**src/hw/mibho_pkg.sv**
```systemverilog
package mibho_pkg;

    localparam int ADDR_W = 6;
    localparam int DEPTH = 64;

    localparam logic [7:0] REG_CMD = 8'h00;
    localparam logic [7:0] REG_ACC = 8'h04;
    localparam logic [7:0] REG_STATUS = 8'h08;
    localparam logic [7:0] REG_MEM_ADDR = 8'h0C;
    localparam logic [7:0] REG_MEM_DATA = 8'h10;
    localparam logic [7:0] REG_WDOG = 8'h14;

    localparam int CMD_OP_LSB = 0;
    localparam int CMD_ADDR_LSB = 8;
    localparam int WDOG_PRESC_LSB = 8;

    localparam int ST_ZERO = 0;
    localparam int ST_CARRY = 1;
    localparam int ST_AUX = 2;
    localparam int ST_POWER_DOWN = 3;
    localparam int ST_TIMEOUT = 4;
    localparam int ST_BUSY = 5;
    localparam int ST_HALTED = 6;

    localparam logic [7:0] ACC_RESET = 8'h00;
    localparam logic [3:0] BCD_DIGIT_MAX = 4'h9;
    localparam logic [7:0] CORR_NONE = 8'h00;
    localparam logic [7:0] CORR_LOW = 8'h06;
    localparam logic [7:0] CORR_HIGH = 8'h60;
    localparam logic [7:0] CORR_BOTH = 8'h66;
    localparam logic [7:0] ONE = 8'h01;

    localparam logic [7:0] WDOG_PRESC_MAX = 8'hFF;
    localparam logic [7:0] WDOG_COUNT_MAX = 8'hFF;

    localparam logic [1:0] APB_WAIT_FETCH = 2'h0;
    localparam logic [1:0] APB_WAIT_ANSWER = 2'h1;

    typedef enum logic [2:0] {
        OP_INVERT_TO_ACCUMULATOR,
        OP_DECIMAL_ADJUST_TO_MEMORY,
        OP_SUBTRACT_ONE_IN_PLACE,
        OP_SUBTRACT_ONE_TO_ACCUMULATOR,
        OP_ADD_ONE_IN_PLACE,
        OP_ADD_ONE_TO_ACCUMULATOR,
        OP_POWER_DOWN,
        OP_RESERVED
    } mibho_op_t;

    typedef enum logic [1:0] {
        EX_IDLE,
        EX_FETCH,
        EX_EXEC
    } mibho_ex_t;

endpackage

```
**src/hw/mibho_alu.sv**
```systemverilog
`timescale 1ns/1ps
module mibho_alu (
    input wire mibho_pkg::mibho_op_t op,
    input wire logic [7:0] operand,
    input wire logic [7:0] acc,
    input wire logic carry_in,
    input wire logic aux_in,
    output logic [7:0] result,
    output logic write_mem,
    output logic write_acc,
    output logic update_zero,
    output logic update_carry,
    output logic carry_out
);
    import mibho_pkg::*;

    function automatic logic over_nine(input logic [3:0] nibble);
        return nibble > BCD_DIGIT_MAX;
    endfunction

    logic fix_low;
    logic fix_high;
    logic [8:0] adjusted;

    always_comb begin
        fix_low = over_nine(acc[3:0]) || aux_in;
        fix_high = over_nine(acc[7:4]) || carry_in;
        unique case ({fix_high, fix_low})
            2'b00: adjusted = {1'b0, acc} + {1'b0, CORR_NONE};
            2'b01: adjusted = {1'b0, acc} + {1'b0, CORR_LOW};
            2'b10: adjusted = {1'b0, acc} + {1'b0, CORR_HIGH};
            2'b11: adjusted = {1'b0, acc} + {1'b0, CORR_BOTH};
        endcase
    end

    always_comb begin
        result = operand;
        write_mem = 1'b0;
        write_acc = 1'b0;
        update_zero = 1'b0;
        update_carry = 1'b0;
        carry_out = carry_in;
        unique case (op)
            OP_INVERT_TO_ACCUMULATOR: begin
                result = ~operand;
                write_acc = 1'b1;
                update_zero = 1'b1;
            end
            OP_DECIMAL_ADJUST_TO_MEMORY: begin
                result = adjusted[7:0];
                write_mem = 1'b1;
                update_carry = 1'b1;
                carry_out = fix_high || adjusted[8];
            end
            OP_SUBTRACT_ONE_IN_PLACE: begin
                result = operand - ONE;
                write_mem = 1'b1;
                update_zero = 1'b1;
            end
            OP_SUBTRACT_ONE_TO_ACCUMULATOR: begin
                result = operand - ONE;
                write_acc = 1'b1;
                update_zero = 1'b1;
            end
            OP_ADD_ONE_IN_PLACE: begin
                result = operand + ONE;
                write_mem = 1'b1;
                update_zero = 1'b1;
            end
            OP_ADD_ONE_TO_ACCUMULATOR: begin
                result = operand + ONE;
                write_acc = 1'b1;
                update_zero = 1'b1;
            end
            OP_POWER_DOWN: begin
                result = operand;
            end
            OP_RESERVED: begin
                result = operand;
            end
        endcase
    end
endmodule

```
**src/hw/mibho_ram.sv**
```systemverilog
`timescale 1ns/1ps
module mibho_ram (
    input wire logic ref_clk,
    input wire logic rst_n,
    input wire logic [mibho_pkg::ADDR_W-1:0] addr,
    input wire logic rd_en,
    input wire logic wr_en,
    input wire logic [7:0] wr_data,
    output logic [7:0] rd_data
);
    import mibho_pkg::*;

    logic [7:0] mem [DEPTH];

    // Contents are not reset, so they survive power down and wake up.
    always_ff @(posedge ref_clk) begin
        if (wr_en) begin
            mem[addr] <= wr_data;
        end
    end

    always_ff @(posedge ref_clk or negedge rst_n) begin
        if (!rst_n) begin
            rd_data <= 8'h00;
        end else if (rd_en) begin
            rd_data <= mem[addr];
        end
    end
endmodule

```
**src/hw/mibho_top.sv**
```systemverilog
// Overview of operation
// - Invert to accumulator loads the inverted memory byte, leaves memory alone and touches only zero.
// - Decimal adjust adds six to the low nibble when it is above nine or aux carry is set, else keeps it.
// - Decimal adjust adds six to the high nibble when it is above nine or carry is set.
// - Decimal adjust writes accumulator plus 00H, 06H, 60H or 66H to the addressed memory byte.
// - Decimal adjust changes only carry, which is set when the high nibble is corrected or the sum carries out of bit 7.
// - Subtract one in place writes the memory byte minus one back and touches only zero.
// - Subtract one to accumulator loads the memory byte minus one, leaves memory alone, touches only zero.
// - Add one in place writes the memory byte plus one back and touches only zero.
// - Add one to accumulator loads the memory byte plus one and leaves memory alone.
// - Power down stops executing commands and gates off the system clock.
// - Entering power down keeps memory, the accumulator and the address and command registers as they were.
// - Power down clears the watchdog counter and its prescaler.
// - Power down sets the power down flag, clears the timeout flag and changes no other flag.
`timescale 1ns/1ps
module mibho_top (
    input wire logic ref_clk,
    input wire logic rst_n,
    input wire logic [7:0] paddr,
    input wire logic psel,
    input wire logic penable,
    input wire logic pwrite,
    input wire logic [31:0] pwdata,
    output logic [31:0] prdata,
    output logic pready,
    output logic pslverr,
    input wire logic wake,
    output logic sys_clk_en,
    output logic busy
);
    import mibho_pkg::*;

    mibho_ex_t state;
    mibho_op_t op;
    logic [ADDR_W-1:0] op_addr;
    logic [ADDR_W-1:0] mem_addr_reg;
    logic [7:0] acc;
    logic zero;
    logic carry;
    logic aux_carry_flag;
    logic power_down_flag;
    logic watchdog_timeout_flag;
    logic halted;
    logic [7:0] watchdog_counter;
    logic [7:0] watchdog_prescaler;
    logic [1:0] apb_wait;

    logic access;
    logic done;
    logic refuse;
    logic sw_write;
    logic exec;
    logic halt_exec;
    logic wdog_tick;
    logic wdog_overflow;
    logic [ADDR_W-1:0] mem_addr;
    logic mem_rd_en;
    logic mem_wr_en;
    logic [7:0] mem_wr_data;
    logic [7:0] mem_rd_data;
    logic [7:0] alu_result;
    logic alu_write_mem;
    logic alu_write_acc;
    logic alu_update_zero;
    logic alu_update_carry;
    logic alu_carry_out;

    function automatic logic is_mapped(input logic [7:0] a);
        return a == REG_CMD || a == REG_ACC || a == REG_STATUS || a == REG_MEM_ADDR || a == REG_MEM_DATA ||
               a == REG_WDOG;
    endfunction

    function automatic logic is_hit(input logic [7:0] a, input logic [7:0] reg_addr);
        return is_mapped(a) && a == reg_addr;
    endfunction

    // Bus decode and refusal: busy blocks writes and memory reads, a halted core refuses commands.
    always_comb begin
        access = psel && penable;
        done = access && pready;
        refuse = !is_mapped(paddr) || (busy && (pwrite || paddr == REG_MEM_DATA)) ||
                 (halted && pwrite && paddr == REG_CMD);
        sw_write = done && pwrite && !pslverr;
        exec = state == EX_EXEC;
        halt_exec = exec && op == OP_POWER_DOWN;
        wdog_tick = !halted && watchdog_prescaler == WDOG_PRESC_MAX;
        wdog_overflow = wdog_tick && watchdog_counter == WDOG_COUNT_MAX;
    end

    // The execution unit owns the memory port while a command runs.
    always_comb begin
        mem_addr = busy ? op_addr : mem_addr_reg;
        mem_rd_en = (state == EX_FETCH) ||
                    (access && !pready && apb_wait == APB_WAIT_FETCH && !busy && paddr == REG_MEM_DATA);
        mem_wr_en = (exec && alu_write_mem) || (sw_write && is_hit(paddr, REG_MEM_DATA));
        mem_wr_data = exec ? alu_result : pwdata[7:0];
    end

    mibho_ram u_ram (
        .ref_clk(ref_clk),
        .rst_n(rst_n),
        .addr(mem_addr),
        .rd_en(mem_rd_en),
        .wr_en(mem_wr_en),
        .wr_data(mem_wr_data),
        .rd_data(mem_rd_data)
    );

    mibho_alu u_alu (
        .op(op),
        .operand(mem_rd_data),
        .acc(acc),
        .carry_in(carry),
        .aux_in(aux_carry_flag),
        .result(alu_result),
        .write_mem(alu_write_mem),
        .write_acc(alu_write_acc),
        .update_zero(alu_update_zero),
        .update_carry(alu_update_carry),
        .carry_out(alu_carry_out)
    );

    // Two wait states: one to read memory, one to register the answer.
    always_ff @(posedge ref_clk or negedge rst_n) begin
        if (!rst_n) begin
            apb_wait <= APB_WAIT_FETCH;
            pready <= 1'b0;
            pslverr <= 1'b0;
        end else if (done) begin
            apb_wait <= APB_WAIT_FETCH;
            pready <= 1'b0;
            pslverr <= 1'b0;
        end else if (access && apb_wait == APB_WAIT_FETCH) begin
            apb_wait <= APB_WAIT_ANSWER;
        end else if (access && apb_wait == APB_WAIT_ANSWER) begin
            pready <= 1'b1;
            pslverr <= refuse;
        end
    end

    always_ff @(posedge ref_clk or negedge rst_n) begin
        if (!rst_n) begin
            prdata <= 32'h0000_0000;
        end else if (access && !pready && apb_wait == APB_WAIT_ANSWER) begin
            prdata <= 32'h0000_0000;
            if (!refuse && !pwrite) begin
                unique case (paddr)
                    REG_CMD: begin
                        prdata[CMD_OP_LSB +: 3] <= op;
                        prdata[CMD_ADDR_LSB +: ADDR_W] <= op_addr;
                    end
                    REG_ACC: prdata[7:0] <= acc;
                    REG_STATUS: begin
                        prdata[ST_ZERO] <= zero;
                        prdata[ST_CARRY] <= carry;
                        prdata[ST_AUX] <= aux_carry_flag;
                        prdata[ST_POWER_DOWN] <= power_down_flag;
                        prdata[ST_TIMEOUT] <= watchdog_timeout_flag;
                        prdata[ST_BUSY] <= busy;
                        prdata[ST_HALTED] <= halted;
                    end
                    REG_MEM_ADDR: prdata[ADDR_W-1:0] <= mem_addr_reg;
                    REG_MEM_DATA: prdata[7:0] <= mem_rd_data;
                    REG_WDOG: begin
                        prdata[7:0] <= watchdog_counter;
                        prdata[WDOG_PRESC_LSB +: 8] <= watchdog_prescaler;
                    end
                    default: prdata <= 32'h0000_0000;
                endcase
            end
        end
    end

    always_ff @(posedge ref_clk or negedge rst_n) begin
        if (!rst_n) begin
            mem_addr_reg <= '0;
        end else if (sw_write && is_hit(paddr, REG_MEM_ADDR)) begin
            mem_addr_reg <= pwdata[ADDR_W-1:0];
        end
    end

    // Command sequencer: fetch the operand, then execute in one cycle.
    always_ff @(posedge ref_clk or negedge rst_n) begin
        if (!rst_n) begin
            state <= EX_IDLE;
            op <= OP_RESERVED;
            op_addr <= '0;
            busy <= 1'b0;
        end else begin
            unique case (state)
                EX_IDLE: begin
                    if (sw_write && is_hit(paddr, REG_CMD)) begin
                        op <= mibho_op_t'(pwdata[CMD_OP_LSB +: 3]);
                        op_addr <= pwdata[CMD_ADDR_LSB +: ADDR_W];
                        state <= EX_FETCH;
                        busy <= 1'b1;
                    end
                end
                EX_FETCH: state <= EX_EXEC;
                EX_EXEC: begin
                    state <= EX_IDLE;
                    busy <= 1'b0;
                end
            endcase
        end
    end

    always_ff @(posedge ref_clk or negedge rst_n) begin
        if (!rst_n) begin
            acc <= ACC_RESET;
        end else if (exec && alu_write_acc) begin
            acc <= alu_result;
        end else if (sw_write && is_hit(paddr, REG_ACC)) begin
            acc <= pwdata[7:0];
        end
    end

    always_ff @(posedge ref_clk or negedge rst_n) begin
        if (!rst_n) begin
            zero <= 1'b0;
            carry <= 1'b0;
            aux_carry_flag <= 1'b0;
        end else if (exec) begin
            if (alu_update_zero) begin
                zero <= alu_result == 8'h00;
            end
            if (alu_update_carry) begin
                carry <= alu_carry_out;
            end
        end else if (sw_write && is_hit(paddr, REG_STATUS)) begin
            zero <= pwdata[ST_ZERO];
            carry <= pwdata[ST_CARRY];
            aux_carry_flag <= pwdata[ST_AUX];
        end
    end

    // A watchdog timeout wins over a software clear in the same cycle.
    always_ff @(posedge ref_clk or negedge rst_n) begin
        if (!rst_n) begin
            power_down_flag <= 1'b0;
            watchdog_timeout_flag <= 1'b0;
        end else if (halt_exec) begin
            power_down_flag <= 1'b1;
            watchdog_timeout_flag <= 1'b0;
        end else begin
            if (wdog_overflow) begin
                watchdog_timeout_flag <= 1'b1;
            end else if (sw_write && is_hit(paddr, REG_STATUS)) begin
                watchdog_timeout_flag <= pwdata[ST_TIMEOUT];
            end
            if (sw_write && is_hit(paddr, REG_STATUS)) begin
                power_down_flag <= pwdata[ST_POWER_DOWN];
            end
        end
    end

    always_ff @(posedge ref_clk or negedge rst_n) begin
        if (!rst_n) begin
            halted <= 1'b0;
            sys_clk_en <= 1'b1;
        end else if (halt_exec) begin
            halted <= 1'b1;
            sys_clk_en <= 1'b0;
        end else if (wake) begin
            halted <= 1'b0;
            sys_clk_en <= 1'b1;
        end
    end

    always_ff @(posedge ref_clk or negedge rst_n) begin
        if (!rst_n) begin
            watchdog_counter <= 8'h00;
            watchdog_prescaler <= 8'h00;
        end else if (halt_exec) begin
            watchdog_counter <= 8'h00;
            watchdog_prescaler <= 8'h00;
        end else if (!halted) begin
            watchdog_prescaler <= watchdog_prescaler + ONE;
            if (wdog_tick) begin
                watchdog_counter <= watchdog_counter + ONE;
            end
        end
    end
endmodule

```
**config.mk**
```make
export PLATFORM = sky130hd
export DESIGN_NAME = mibho_top
export DESIGN_NICKNAME = d
export VERILOG_FILES = /design/src/hw/mibho_pkg.sv /design/src/hw/mibho_alu.sv /design/src/hw/mibho_ram.sv /design/src/hw/mibho_top.sv
export SDC_FILE = /design/constraint.sdc
export NUM_CORES = 1
export LEC_CHECK = 0
export ABC_AREA = 1
export ABC_CLOCK_PERIOD_IN_PS = 3900
export BUFFER_PORTS_ARGS = -buffer_cell sky130_fd_sc_hd__buf_4
export CAP_MARGIN = 10
export CELL_PAD_IN_SITES_DETAIL_PLACEMENT = 1
export CELL_PAD_IN_SITES_GLOBAL_PLACEMENT = 1
export CORE_MARGIN = 2
export CORE_UTILIZATION = 46
export DETAILED_ROUTE_END_ITERATION = 6
export GPL_TIMING_DRIVEN = 0
export PLACE_DENSITY = 0.72
export SYNTH_ARGS = -nofsm -noshare
export SYNTH_HDL_FRONTEND = slang
export SYNTH_SLANG_ARGS = --single-unit
```
**constraint.sdc**
```tcl
create_clock -name ref_clk -period 3.9 [get_ports ref_clk]
set_input_delay 0.195 -clock ref_clk [delete_from_list [all_inputs] [get_ports ref_clk]]
set_output_delay 0.195 -clock ref_clk [all_outputs]
set_load 0.01 [all_outputs]
```
==> impl_metrics.py, run 1 <==
metrics = {
    "placed_design": {
        "dp_slack_ns": -0.0720,
        "dpl.hpwl_um": 54700,
        "placedCellCount": 2644,
        "gp_congestion": 0.907,
        "dpl_cell_area_um2": 25800,
        "port_buffers": 47,
    },
    "synthesis": {
        "ys_warn_count": 0,
        "yosys.area.top_type": "edfxtp_1",
        "yosysMostFrequentCell": "edfxtp_1",
        "synth-seq-area-share_pct": 71.4,
        "synth_ff_type": "edfxtp_1",
        "synthXorXnorAreaFrac_pct": 0.108,
        "synthAdderAreaFrac_pct": 0.754,
        "synth-edff-count": 512,
        "synth_top_area_share_pct": 63.5,
        "synth_top_family_by_area": "simple AND/OR/NAND/NOR gates",
        "synth_cell_types": 50,
        "ys_ff_latch": 588,
        "synthSimpleGateAreaFrac_pct": 11.8,
        "netlist_instances": 1882,
        "netlist_area_um2": 24200,
        "synthTopCellsByCount": "edfxtp_1 (512), nand2_1 (367), a22oi_1 (206), inv_1 (155), nor2_1 (96)",
        "synth-compound-area-share_pct": 10.5,
        "synthMuxAreaShare_pct": 0.232,
        "avgSynthCellArea_um2": 12.9,
        "ys_top_cells_by_area": "edfxtp_1 (63%), dfrtp_1 (7.4%), a22oi_1 (6.4%), nand2_1 (5.7%), inv_1 (2.4%)",
        "synthArstFlopShare_pct": 12.9,
    },
    "die": {
        "die_area_um2": 54500,
        "ioPinCount": 82,
        "die_h_um": 233,
        "rows": 84,
        "die_w_um": 233,
        "start_util_pct": 46.3,
        "core_area_um2": 52300,
    },
    "global_routing": {
        "antenna_found_initial": 0,
        "grtUsageTotal_pct": 31.2,
        "grt_pass1_wl_um": 120000,
        "grt_pass1_vias": 17200,
        "grt_overflow": 0,
        "grt_max_degree": 77,
    },
    "cells_and_area": {
        "largest_reg_flops": 512,
        "post-route-cell-area_um2": 28000,
        "multi_input_area_um2": 5840,
        "area_growth_pct": 15.8,
        "final_cells": 2771,
        "drive_gt1_share_pct": 14.3,
        "top_regs": "u_ram.mem x512, prdata x16",
        "nNetsFinal": 2095,
        "regMostFlops": "u_ram.mem",
        "finalCoreUtilization_pct": 53.6,
        "n_fill_cell": 5226,
        "regArea_um2": 17300,
    },
    "cts": {
        "clockBufferDepth": 3,
        "clk_pin_slew_ns": 0.06,
        "htreeDepth": 2,
        "cts_tree": "yes",
        "clkLatencyLatePin_ns": 0.67,
        "clock-root-buffer": "clkbuf_16",
        "postCtsSetupBuffers": 0,
        "cts_buffers": 60,
        "clock-sinks": 588,
    },
    "sta": {
        "hold_viol_final": 0,
        "fmax_ghz": 0.257,
        "relSlewSlack_pct": 28.4,
        "fin_setup_tns_ns": 0,
        "skew_ns": 0.0564,
        "rsz0062_at_grt": "no",
        "min_period_ns": 3.90,
        "worstMarginPinSlew_ns": 1.07,
        "maxSlewViolCount": 0,
        "holdWs_ns": 0.0774,
        "layout_setup_ws_ns": 0.00355,
        "min_period_over_period_pct": 99.9,
        "setup_violations": 0,
    },
    "outcome": {
        "status": "finished clean",
    },
    "hold_path": {
        "hp-class": "in2reg",
    },
    "worst_setup_path": {
        "crit_arrival_ns": 4.14,
        "path_cells": "nand2_1 -> nand2_1 -> a221oi_4 -> nor2_1 -> inv_1 -> nor2_1",
        "worstPathRequired_ns": 4.14,
        "end_kind": "register",
        "critPathMaxFanout": 10,
        "cp_slowest_cell": "nor2_1",
        "slowest_delay_ns": 0.83,
        "crit_type": "reg2reg",
        "start_kind": "register",
    },
    "power_and_ir_drop": {
        "p_leak_nw": 10.4,
        "ir_drop_mv": 0.531,
        "finalPower_mw": 15.9,
        "power_per_cell_area_nw_per_um2": 567,
    },
    "job": {
        "maxCapViolCount": 0,
    },
    "drt": {
        "drt-initial-drc-count": 2096,
        "drc": 0,
        "wl_per_cell_um": 30.3,
        "dr.pass1.iters": 5,
        "vias": 17000,
        "drt_wl_total_um": 83900,
        "vias_per_cell": 6.14,
        "ant_nets": 0,
    },
}
==> layout by cell type, fill, tap and decap left out, types with 16 or more instances in the layout <==
cell           Yosys  final
a21oi_1           28     27
a22oi_1          206    206
buf_2             31     31
buf_4             29     78
buf_6             19     19
clkbuf_1           7     17
clkbuf_16          0     61
conb_1             1     16
dfrtp_1           72     72
dlygate4sd3_1      0     17
edfxtp_1         512    512
inv_1            155    155
nand2_1          367    366
nand3_1           62     62
nand4_1           70     70
nor2_1            96     89
o21ai_0           78     72
==> critical path: cells and delay by family, from the launching register on <==
kind            cells  cell delay, ns
simple gates        4            2.31
compound gates      1            0.24
buf+inv             1            0.39
flops               1            0.58
==> routing by layer <==
| layer | track usage [%] | up-vias | share of wire [%] |
|---|---|---|---|
| met3 | 5.29 | 228 | 9.0 |
| met5 | 0 | - | 0 |
| li1 | - | 7183 | - |
| met2 | 51.2 | 953 | 48 |
| met1 | 40.7 | 8640 | 38 |
| met4 | 14.8 | 0 | 5.3 |
==> report_power, final <==
group | leakage [nW] | total [mW] | internal, mW | switching [mW]
logic | 3.83 | 2.24 | 0.626 | 1.62
registers | 5.56 | 7.67 | 7.53 | 0.143
clock network | 0.989 | 6.00 | 3.47 | 2.52
total | 10.4 | 15.9 | 11.6 | 4.28
==> final cells by class <==
class                      instances  area share, %
antenna                            1        0.00892
timing repair buffer              76           2.74
clock buffer                      72           5.63
multi-input combinational       1052           20.8
sequential                       588           61.6
buffer                            86           2.19
inverter                         171           2.31
tap                              688           3.07
clock inverter                    37           1.61
==> logic make-up after synthesis <==
family	count (synthesis)
mux	5
other cells	1
buf+inv	257
xor+xnor	3
fa+ha+maj	14
flops	588
simple gates	644
compound gates	370
==> final timing paths <==
kind | cells past startpoint | to | startpoint | slack [ns]
max | 6 | u_ram.mem[32][4]$_DFFE_PP_ | op[2]$_DFFE_PN1P_ | 0.004
min | 6 | apb_wait[0]$_DFFE_PN0P_ | psel | 0.08
max reg2reg | 6 | u_ram.mem[32][4]$_DFFE_PP_ | op[2]$_DFFE_PN1P_ | 0.004
min reg2reg | 2 | mem_addr_reg[1]$_DFFE_PN0P_ | mem_addr_reg[1]$_DFFE_PN0P_ | 0.48
max in group asynchronous | 2 | acc[6]$_DFFE_PN0P_ | rst_n | 2.94
min in group asynchronous | 2 | prdata[14]$_DFFE_PN0P_ | rst_n | 0.28
==> repair_timing <==
action / in CTS / in global routing
hold buffers: 17 / 0
setup endpoints to repair: 20 / 24
hold endpoints to repair: 98 / 0
gates resized for setup: 1 / 6
(Power assumes the default switching activity.)
==> run 2: changes to the inputs <==
--- a/config.mk
+++ b/config.mk
@@ -12,10 +12,12 @@
 export CELL_PAD_IN_SITES_DETAIL_PLACEMENT = 1
 export CELL_PAD_IN_SITES_GLOBAL_PLACEMENT = 1
 export CORE_MARGIN = 2
-export CORE_UTILIZATION = 46
+export CORE_UTILIZATION = 44
 export DETAILED_ROUTE_END_ITERATION = 6
 export GPL_TIMING_DRIVEN = 0
-export PLACE_DENSITY = 0.72
+export PLACE_DENSITY = 0.73
+export RECOVER_POWER = 25
 export SYNTH_ARGS = -nofsm -noshare
 export SYNTH_HDL_FRONTEND = slang
+export SYNTH_HIERARCHICAL = 1
 export SYNTH_SLANG_ARGS = --single-unit
==> impl_metrics.py, run 2 <==
metrics = {
    "outcome": {
        "status": "complete, but fails checks",
        "violations": "max-capacitance violations, max-slew violations",
    },
    "die": {
        "rows": 91,
        "ioPinCount": 82,
        "start_util_pct": 44.3,
        "die_area_um2": 63900,
        "die_w_um": 253,
        "core_area_um2": 61500,
        "die_h_um": 253,
    },
    "worst_setup_path": {
        "start_kind": "register",
        "crit_arrival_ns": 4.11,
        "critPathMaxFanout": 10,
        "crit_start": "busy$_DFFE_PN0P_",
        "end_kind": "register",
        "crit_type": "reg2reg",
        "worstPathRequired_ns": 4.13,
        "r2r_end": "u_ram/mem[12][7]$_DFFE_PP_",
        "timing.rr.start": "busy$_DFFE_PN0P_",
        "worstRegToRegCells": 9,
        "reg2reg_setup_slack_ns": 0.02,
    },
    "global_routing": {
        "grtUsageTotal_pct": 28.1,
        "grt_overflow": 0,
        "grt_pass1_wl_um": 133000,
        "grt_max_degree": 77,
        "grt_pass1_vias": 21900,
        "antenna_found_initial": 0,
    },
    "synthesis": {
        "netlist_instances": 2907,
        "synthTopCellsByCount": "nand2_1 (1584), edfxtp_1 (512), nor2_1 (146), inv_1 (121), nand3_1 (91)",
        "synth_top_area_share_pct": 56.4,
        "synth_cell_types": 56,
        "yosys.area.top_type": "edfxtp_1",
        "ys_ff_latch": 588,
        "netlist_area_um2": 27200,
        "synth-seq-area-share_pct": 63.5,
        "synth-edff-count": 512,
        "ys_warn_count": 6,
        "yosysMostFrequentCell": "nand2_1",
        "synthArstFlopShare_pct": 12.9,
        "ys_top_cells_by_area": "edfxtp_1 (56%), nand2_1 (22%), dfrtp_1 (6.6%), nor2_1 (2.0%), nand3_1 (1.7%)",
        "synth_ff_type": "edfxtp_1",
        "avgSynthCellArea_um2": 9.37,
    },
    "sta": {
        "skew_ns": 0.0247,
        "maxSlewViolCount": 77,
        "fin_setup_tns_ns": 0,
        "min_period_ns": 3.88,
        "worstMarginPinSlew_ns": 2.02,
        "setup_violations": 0,
        "fmax_ghz": 0.258,
        "hold_viol_final": 0,
        "relSlewSlack_pct": -34.6,
        "rsz0062_at_grt": "yes",
        "holdWs_ns": 0.0291,
        "min_period_over_period_pct": 99.5,
    },
    "drt": {
        "wl_met1_um": 37700,
        "vias_per_cell": 5.41,
        "wl_met3_um": 5290,
        "wl_per_cell_um": 22.8,
        "met2_length_um": 43500,
        "drc": 0,
        "ant_nets": 0,
        "top_layer": "met4",
        "drt_wl_total_um": 89200,
        "vias": 21100,
        "dr.pass1.iters": 5,
        "drt-initial-drc-count": 1868,
    },
    "power_and_ir_drop": {
        "clkPwrFrac_pct": 37.0,
        "power_frac_seq_pct": 48.0,
        "power_per_cell_area_nw_per_um2": 513,
        "p_leak_nw": 13.4,
        "internal_power_mw": 11.7,
        "finalPower_mw": 16.2,
        "comb_power_share_pct": 15.0,
        "power_switching_mw": 4.48,
        "switching_share_pct": 27.7,
        "ir_drop_mv": 0.357,
    },
    "cells_and_area": {
        "multi_input_area_um2": 9130,
        "n_fill_cell": 6925,
        "diodes": 0,
        "drive_gt1_share_pct": 13.5,
        "finalCoreUtilization_pct": 51.3,
        "nNetsFinal": 3130,
        "area_growth_pct": 15.8,
        "top_regs": "u_ram/mem x512, prdata x16",
        "post-route-cell-area_um2": 31500,
        "regMostFlops": "u_ram/mem",
        "final_common_cell": "nand2_1",
        "largest_reg_flops": 512,
        "regArea_um2": 17300,
        "layout_common_cells": "nand2_1 (1580), edfxtp_1 (512), inv_1 (121), buf_4 (85), nand3_1 (83)",
    },
    "hold_path": {
        "min_from": "pwdata[2]",
        "hold_depth": 3,
        "hp-class": "in2reg",
        "min_to": "mem_addr_reg[2]$_DFFE_PN0P_",
    },
    "job": {
        "maxCapViolCount": 1,
    },
    "cts": {
        "clock-sinks": 588,
        "clockBufferDepth": 3,
        "clock-root-buffer": "clkbuf_16",
        "cts_tree": "yes",
        "clkLatencyLatePin_ns": 0.61,
        "clk_pin_slew_ns": 0.06,
        "cts_buffers": 67,
        "htreeDepth": 3,
    },
    "placed_design": {
        "dpl.hpwl_um": 61300,
        "gp_congestion": 0.891,
        "port_buffers": 47,
        "dpl_cell_area_um2": 28900,
    },
}
==> run 2: changes by cell type after synthesis, moves of 34 or more <==
cell / before / now
nand4_1: 70 / 6
a22oi_1: 206 / 2
nor2_1: 96 / 146
o21ai_0: 78 / 40
nand2_1: 367 / 1584
inv_1: 155 / 121
==> run 2: cells by family (layout without fill, tap and decap cells) <==
| kind of cell | after synthesis | in the layout | synth area share [%] |
|---|---|---|---|
| buf+inv | 267 | 463 | 4.81 |
| xor+xnor | 6 | 6 | 0.193 |
| flops | 588 | 588 | 63.5 |
| other cells | 1 | 16 | 0.0138 |
| simple gates | 1898 | 1898 | 27.7 |
| fa+ha+maj | 17 | 17 | 0.809 |
| compound gates | 127 | 127 | 2.91 |
| mux | 3 | 3 | 0.124 |
==> run 2: worst max-delay path by stage <==
stage	endpoint	cells past startpoint
2_1_floorplan	u_ram/mem[0][4]$_DFFE_PP_	5
3_3_place_gp	u_ram/mem[26][4]$_DFFE_PP_	5
4_1_cts	u_ram/mem[50][3]$_DFFE_PP_	10
6_report	u_ram/mem[12][7]$_DFFE_PP_	9
3_5_place_dp	u_ram/mem[61][3]$_DFFE_PP_	9
5_1_grt	u_ram/mem[44][3]$_DFFE_PP_	9
==> run 2: cell type report <==
| class | instances | area share [%] |
|---|---|---|
| Sequential cell | 588 | 54.8 |
| Clock buffer | 87 | 5.86 |
| Clock inverter | 33 | 0.635 |
| Inverter | 136 | 1.65 |
| Buffer | 131 | 2.50 |
| Tap cell | 790 | 3.13 |
| Multi-Input combinational cell | 2067 | 28.9 |
| Timing Repair Buffer | 76 | 2.48 |
==> run 2: critical path, cell delays in order, from the launching register on <==
cell,delay (ns)
dfrtp_1,0.45
inv_1,0.18
clkbuf_1,0.34
nand2_1,0.08
o21ai_0,0.08
buf_2,0.41
inv_2,0.22
nor2_2,0.51
nand3_2,0.59
nor2_2,0.64
==> run 2: layer usage <==
metal,GRT usage (%),vias to the layer above
met4,10.1,0
li1,-,9702
met3,4.07,156
met1,37.2,10600
met5,0,-
met2,47.1,671
==> run 2: metrics by stage <==
step	setup slack (ns)	instances
final	0.0187	3908
after global routing	-0.105	3908
after CTS	-0.233	3908
after detailed placement	-0.692	3770
after global placement	-5.81	3759
after floorplan	-0.281	2922
==> run 2: power groups by stage <==
stage	Combinational (mW)	Clock, mW	Sequential, mW
after floorplan	1.31	0	7.84
after global placement	1.98	0	8.06
after detailed placement	2.37	0	7.88
after CTS	2.41	6.09	7.76
after global routing	2.65	6.32	7.78
final	2.43	5.99	7.76
==> run 2: what timing repair did <==
action | in CTS | in global routing
hold buffers | 18 | 0
endpoints found under the hold margin | 103 | 0
setup buffers | 0 | 0
setup endpoints to repair | 496 | 445
gates resized for setup | 58 | 45
gates cloned | 0 | 0
==> run 3: changes to the inputs <==
--- a/config.mk
+++ b/config.mk
@@ -6,18 +6,19 @@
 export NUM_CORES = 1
 export LEC_CHECK = 0
 export ABC_AREA = 1
-export ABC_CLOCK_PERIOD_IN_PS = 3900
+export ABC_CLOCK_PERIOD_IN_PS = 4600
 export BUFFER_PORTS_ARGS = -buffer_cell sky130_fd_sc_hd__buf_4
 export CAP_MARGIN = 10
 export CELL_PAD_IN_SITES_DETAIL_PLACEMENT = 1
 export CELL_PAD_IN_SITES_GLOBAL_PLACEMENT = 1
 export CORE_MARGIN = 2
-export CORE_UTILIZATION = 44
+export CORE_UTILIZATION = 53
 export DETAILED_ROUTE_END_ITERATION = 6
 export GPL_TIMING_DRIVEN = 0
-export PLACE_DENSITY = 0.73
+export PLACE_DENSITY = 0.83
 export RECOVER_POWER = 25
 export SYNTH_ARGS = -nofsm -noshare
 export SYNTH_HDL_FRONTEND = slang
 export SYNTH_HIERARCHICAL = 1
 export SYNTH_SLANG_ARGS = --single-unit
+export TNS_END_PERCENT = 20
==> constraint.sdc (replaced) <==
create_clock -name ref_clk -period 4.6 [get_ports ref_clk]
set_input_delay 0.23 -clock ref_clk [delete_from_list [all_inputs] [get_ports ref_clk]]
set_output_delay 0.23 -clock ref_clk [all_outputs]
set_load 0.01 [all_outputs]
==> impl_metrics.py, run 3 (synthesis gave the netlist of run 2 again) <==
metrics = {
    "drt": {
        "drt_wl_total_um": 91900,
        "drt-initial-drc-count": 2239,
        "dr.pass1.iters": 6,
        "vias": 22100,
        "ant_nets": 0,
        "wl_per_cell_um": 24.2,
        "drc": 0,
        "vias_per_cell": 5.82,
    },
    "worst_setup_path": {
        "start_kind": "register",
        "worstPathRequired_ns": 4.83,
        "slowest_delay_ns": 1.09,
        "path_cells": "inv_1 -> clkbuf_1 -> nand2_1 -> o21ai_0 -> buf_2 -> inv_2 -> nor2_1 -> nand3_1 -> nor2_1",
        "crit_buf_inv": 4,
        "cp_slowest_cell": "nor2_1",
        "crit_arrival_ns": 4.73,
        "critPathMaxFanout": 10,
        "crit_path_frequent_cell": "nor2_1",
        "crit_type": "reg2reg",
        "end_kind": "register",
        "critPathTopFamily": "simple AND/OR/NAND/NOR gates",
    },
    "die": {
        "core_area_um2": 51100,
        "ioPinCount": 82,
        "die_h_um": 231,
        "rows": 83,
        "die_w_um": 231,
        "die_area_um2": 53200,
        "start_util_pct": 53.3,
    },
    "job": {
        "maxCapViolCount": 2,
    },
    "global_routing": {
        "grt_pass1_vias": 23500,
        "use_met1_pct": 43.9,
        "antenna_found_initial": 3,
        "use_met3_pct": 6.40,
        "met2_usage_pct": 59.0,
        "grtUsageTotal_pct": 35.0,
        "top_usage_layer": "met2",
        "grt_overflow": 0,
        "grt_max_degree": 77,
        "grt_pass1_wl_um": 139000,
    },
    "power_and_ir_drop": {
        "power_per_cell_area_nw_per_um2": 444,
        "internal_power_mw": 9.88,
        "switching_share_pct": 27.9,
        "comb_power_share_pct": 14.6,
        "power_frac_seq_pct": 48.2,
        "power_switching_mw": 3.81,
        "clkPwrFrac_pct": 37.3,
        "p_leak_nw": 13.3,
        "finalPower_mw": 13.7,
        "ir_drop_mv": 0.352,
    },
    "cells_and_area": {
        "multi_input_area_um2": 8700,
        "drive_gt1_share_pct": 9.89,
        "nNetsFinal": 3130,
        "final_common_cell": "nand2_1",
        "finalCoreUtilization_pct": 60.4,
        "layout_common_cells": "nand2_1 (1584), edfxtp_1 (512), nor2_1 (148), inv_1 (123), nand3_1 (93)",
        "n_fill_cell": 5765,
        "regArea_um2": 17300,
        "regMostFlops": "u_ram/mem",
        "area_growth_pct": 13.2,
        "top_regs": "u_ram/mem x512, prdata x16",
        "largest_reg_flops": 512,
    },
    "cts": {
        "htreeDepth": 3,
        "clock-root-buffer": "clkbuf_16",
        "clockBufferDepth": 3,
        "cts.repair.resized": 0,
        "cts_tree": "yes",
        "clk_pin_slew_ns": 0.06,
        "clkLatencyLatePin_ns": 0.63,
        "clock-sinks": 588,
        "cts_buffers": 66,
    },
    "sta": {
        "worstMarginPinSlew_ns": 1.97,
        "min_period_ns": 4.50,
        "min_period_over_period_pct": 97.8,
        "maxSlewViolCount": 110,
        "hold_viol_final": 0,
        "fmax_ghz": 0.222,
        "rsz0062_at_grt": "no",
        "skew_ns": 0.0400,
        "setup_violations": 0,
        "relSlewSlack_pct": -31.6,
    },
    "hold_path": {
        "hp-class": "in2reg",
    },
    "placed_design": {
        "gp_congestion": 0.893,
        "dpl.hpwl_um": 62200,
        "port_buffers": 47,
    },
    "outcome": {
        "violations": "max-capacitance violations, max-slew violations",
        "status": "complete, but fails checks",
    },
}
-- run 3: per-layer routing --
layer / vias to the layer above / wire [µm]
met1: 11100 / 35700
li1: 9691 / -
met3: 309 / 6990
met4: 0 / 4450
met5: - / 0
met2: 1015 / 44800
-- run 3: repair_timing --
item / CTS / global route
hold buffers: 18 / 0
setup buffers: 0 / 0
hold endpoints to repair: 99 / 0
-- run 3: worst register-to-register path, cell delays in order, from the launching register on --
cell and delay [ns]:
dfrtp_1 0.46, inv_1 0.17, clkbuf_1 0.34, nand2_1 0.08
o21ai_0 0.08, buf_2 0.40, inv_2 0.21, nor2_1 0.60
nand3_1 0.69, nor2_1 1.09
-- run 3: per-stage QoR --
| stage | TNS [ns] | setup slack (ns) | std cells | area, µm² | hold WS, ns |
|---|---|---|---|---|---|
| 6_report | 0 | 0.101 | 3795 | 30800 | 0.00574 |
| 5_1_grt | 0 | 0.0716 | 3795 | 30800 | 0.0248 |
| 4_1_cts | 0 | 0.329 | 3793 | 31000 | 0.00598 |
| 3_5_place_dp | 0 | 0.393 | 3660 | 28800 | 0.428 |
| 3_3_place_gp | -1074.28 | -4.57 | 3649 | 28500 | 0.432 |
| 2_1_floorplan | 0 | 0.369 | 2922 | 27300 | -0.0656 |
-- run 3: layout make-up --
class                      instances  area share (%)
timing repair buffer              77            2.14
multi-input combinational       2067            28.2
sequential                       588            56.0
antenna                            1         0.00811
clock inverter                    29           0.799
clock buffer                      86            5.87
inverter                         136            1.68
buffer                           131            2.50
tap                              680            2.76
-- run 3: worst paths after layout --
kind	from	endpoint	slack, ns	depth (start not counted)
setup / recovery	busy$_DFFE_PN0P_	u_ram/mem[60][3]$_DFFE_PP_	0.10	9
setup reg to reg	busy$_DFFE_PN0P_	u_ram/mem[60][3]$_DFFE_PP_	0.10	9
hold / removal	pwdata[2]	op[2]$_DFFE_PN1P_	0.006	3
hold reg to reg	prdata[15]$_DFFE_PN0P_	prdata[15]$_DFFE_PN0P_	0.49	2
max in group asynchronous	rst_n	prdata[9]$_DFFE_PN0P_	2.69	2
min in group asynchronous	rst_n	watchdog_counter[6]$_DFFE_PN0P_	0.71	2
-- run 3: power by group through the flow --
stage               logic, mW  clock network [mW]  registers (mW)
floorplan                1.11                   0            6.65
global placement         1.64                   0            6.84
detailed placement       1.97                   0            6.68
CTS                      2.01                5.14            6.57
global route             2.15                5.33            6.60
finish                   2.00                5.10            6.60
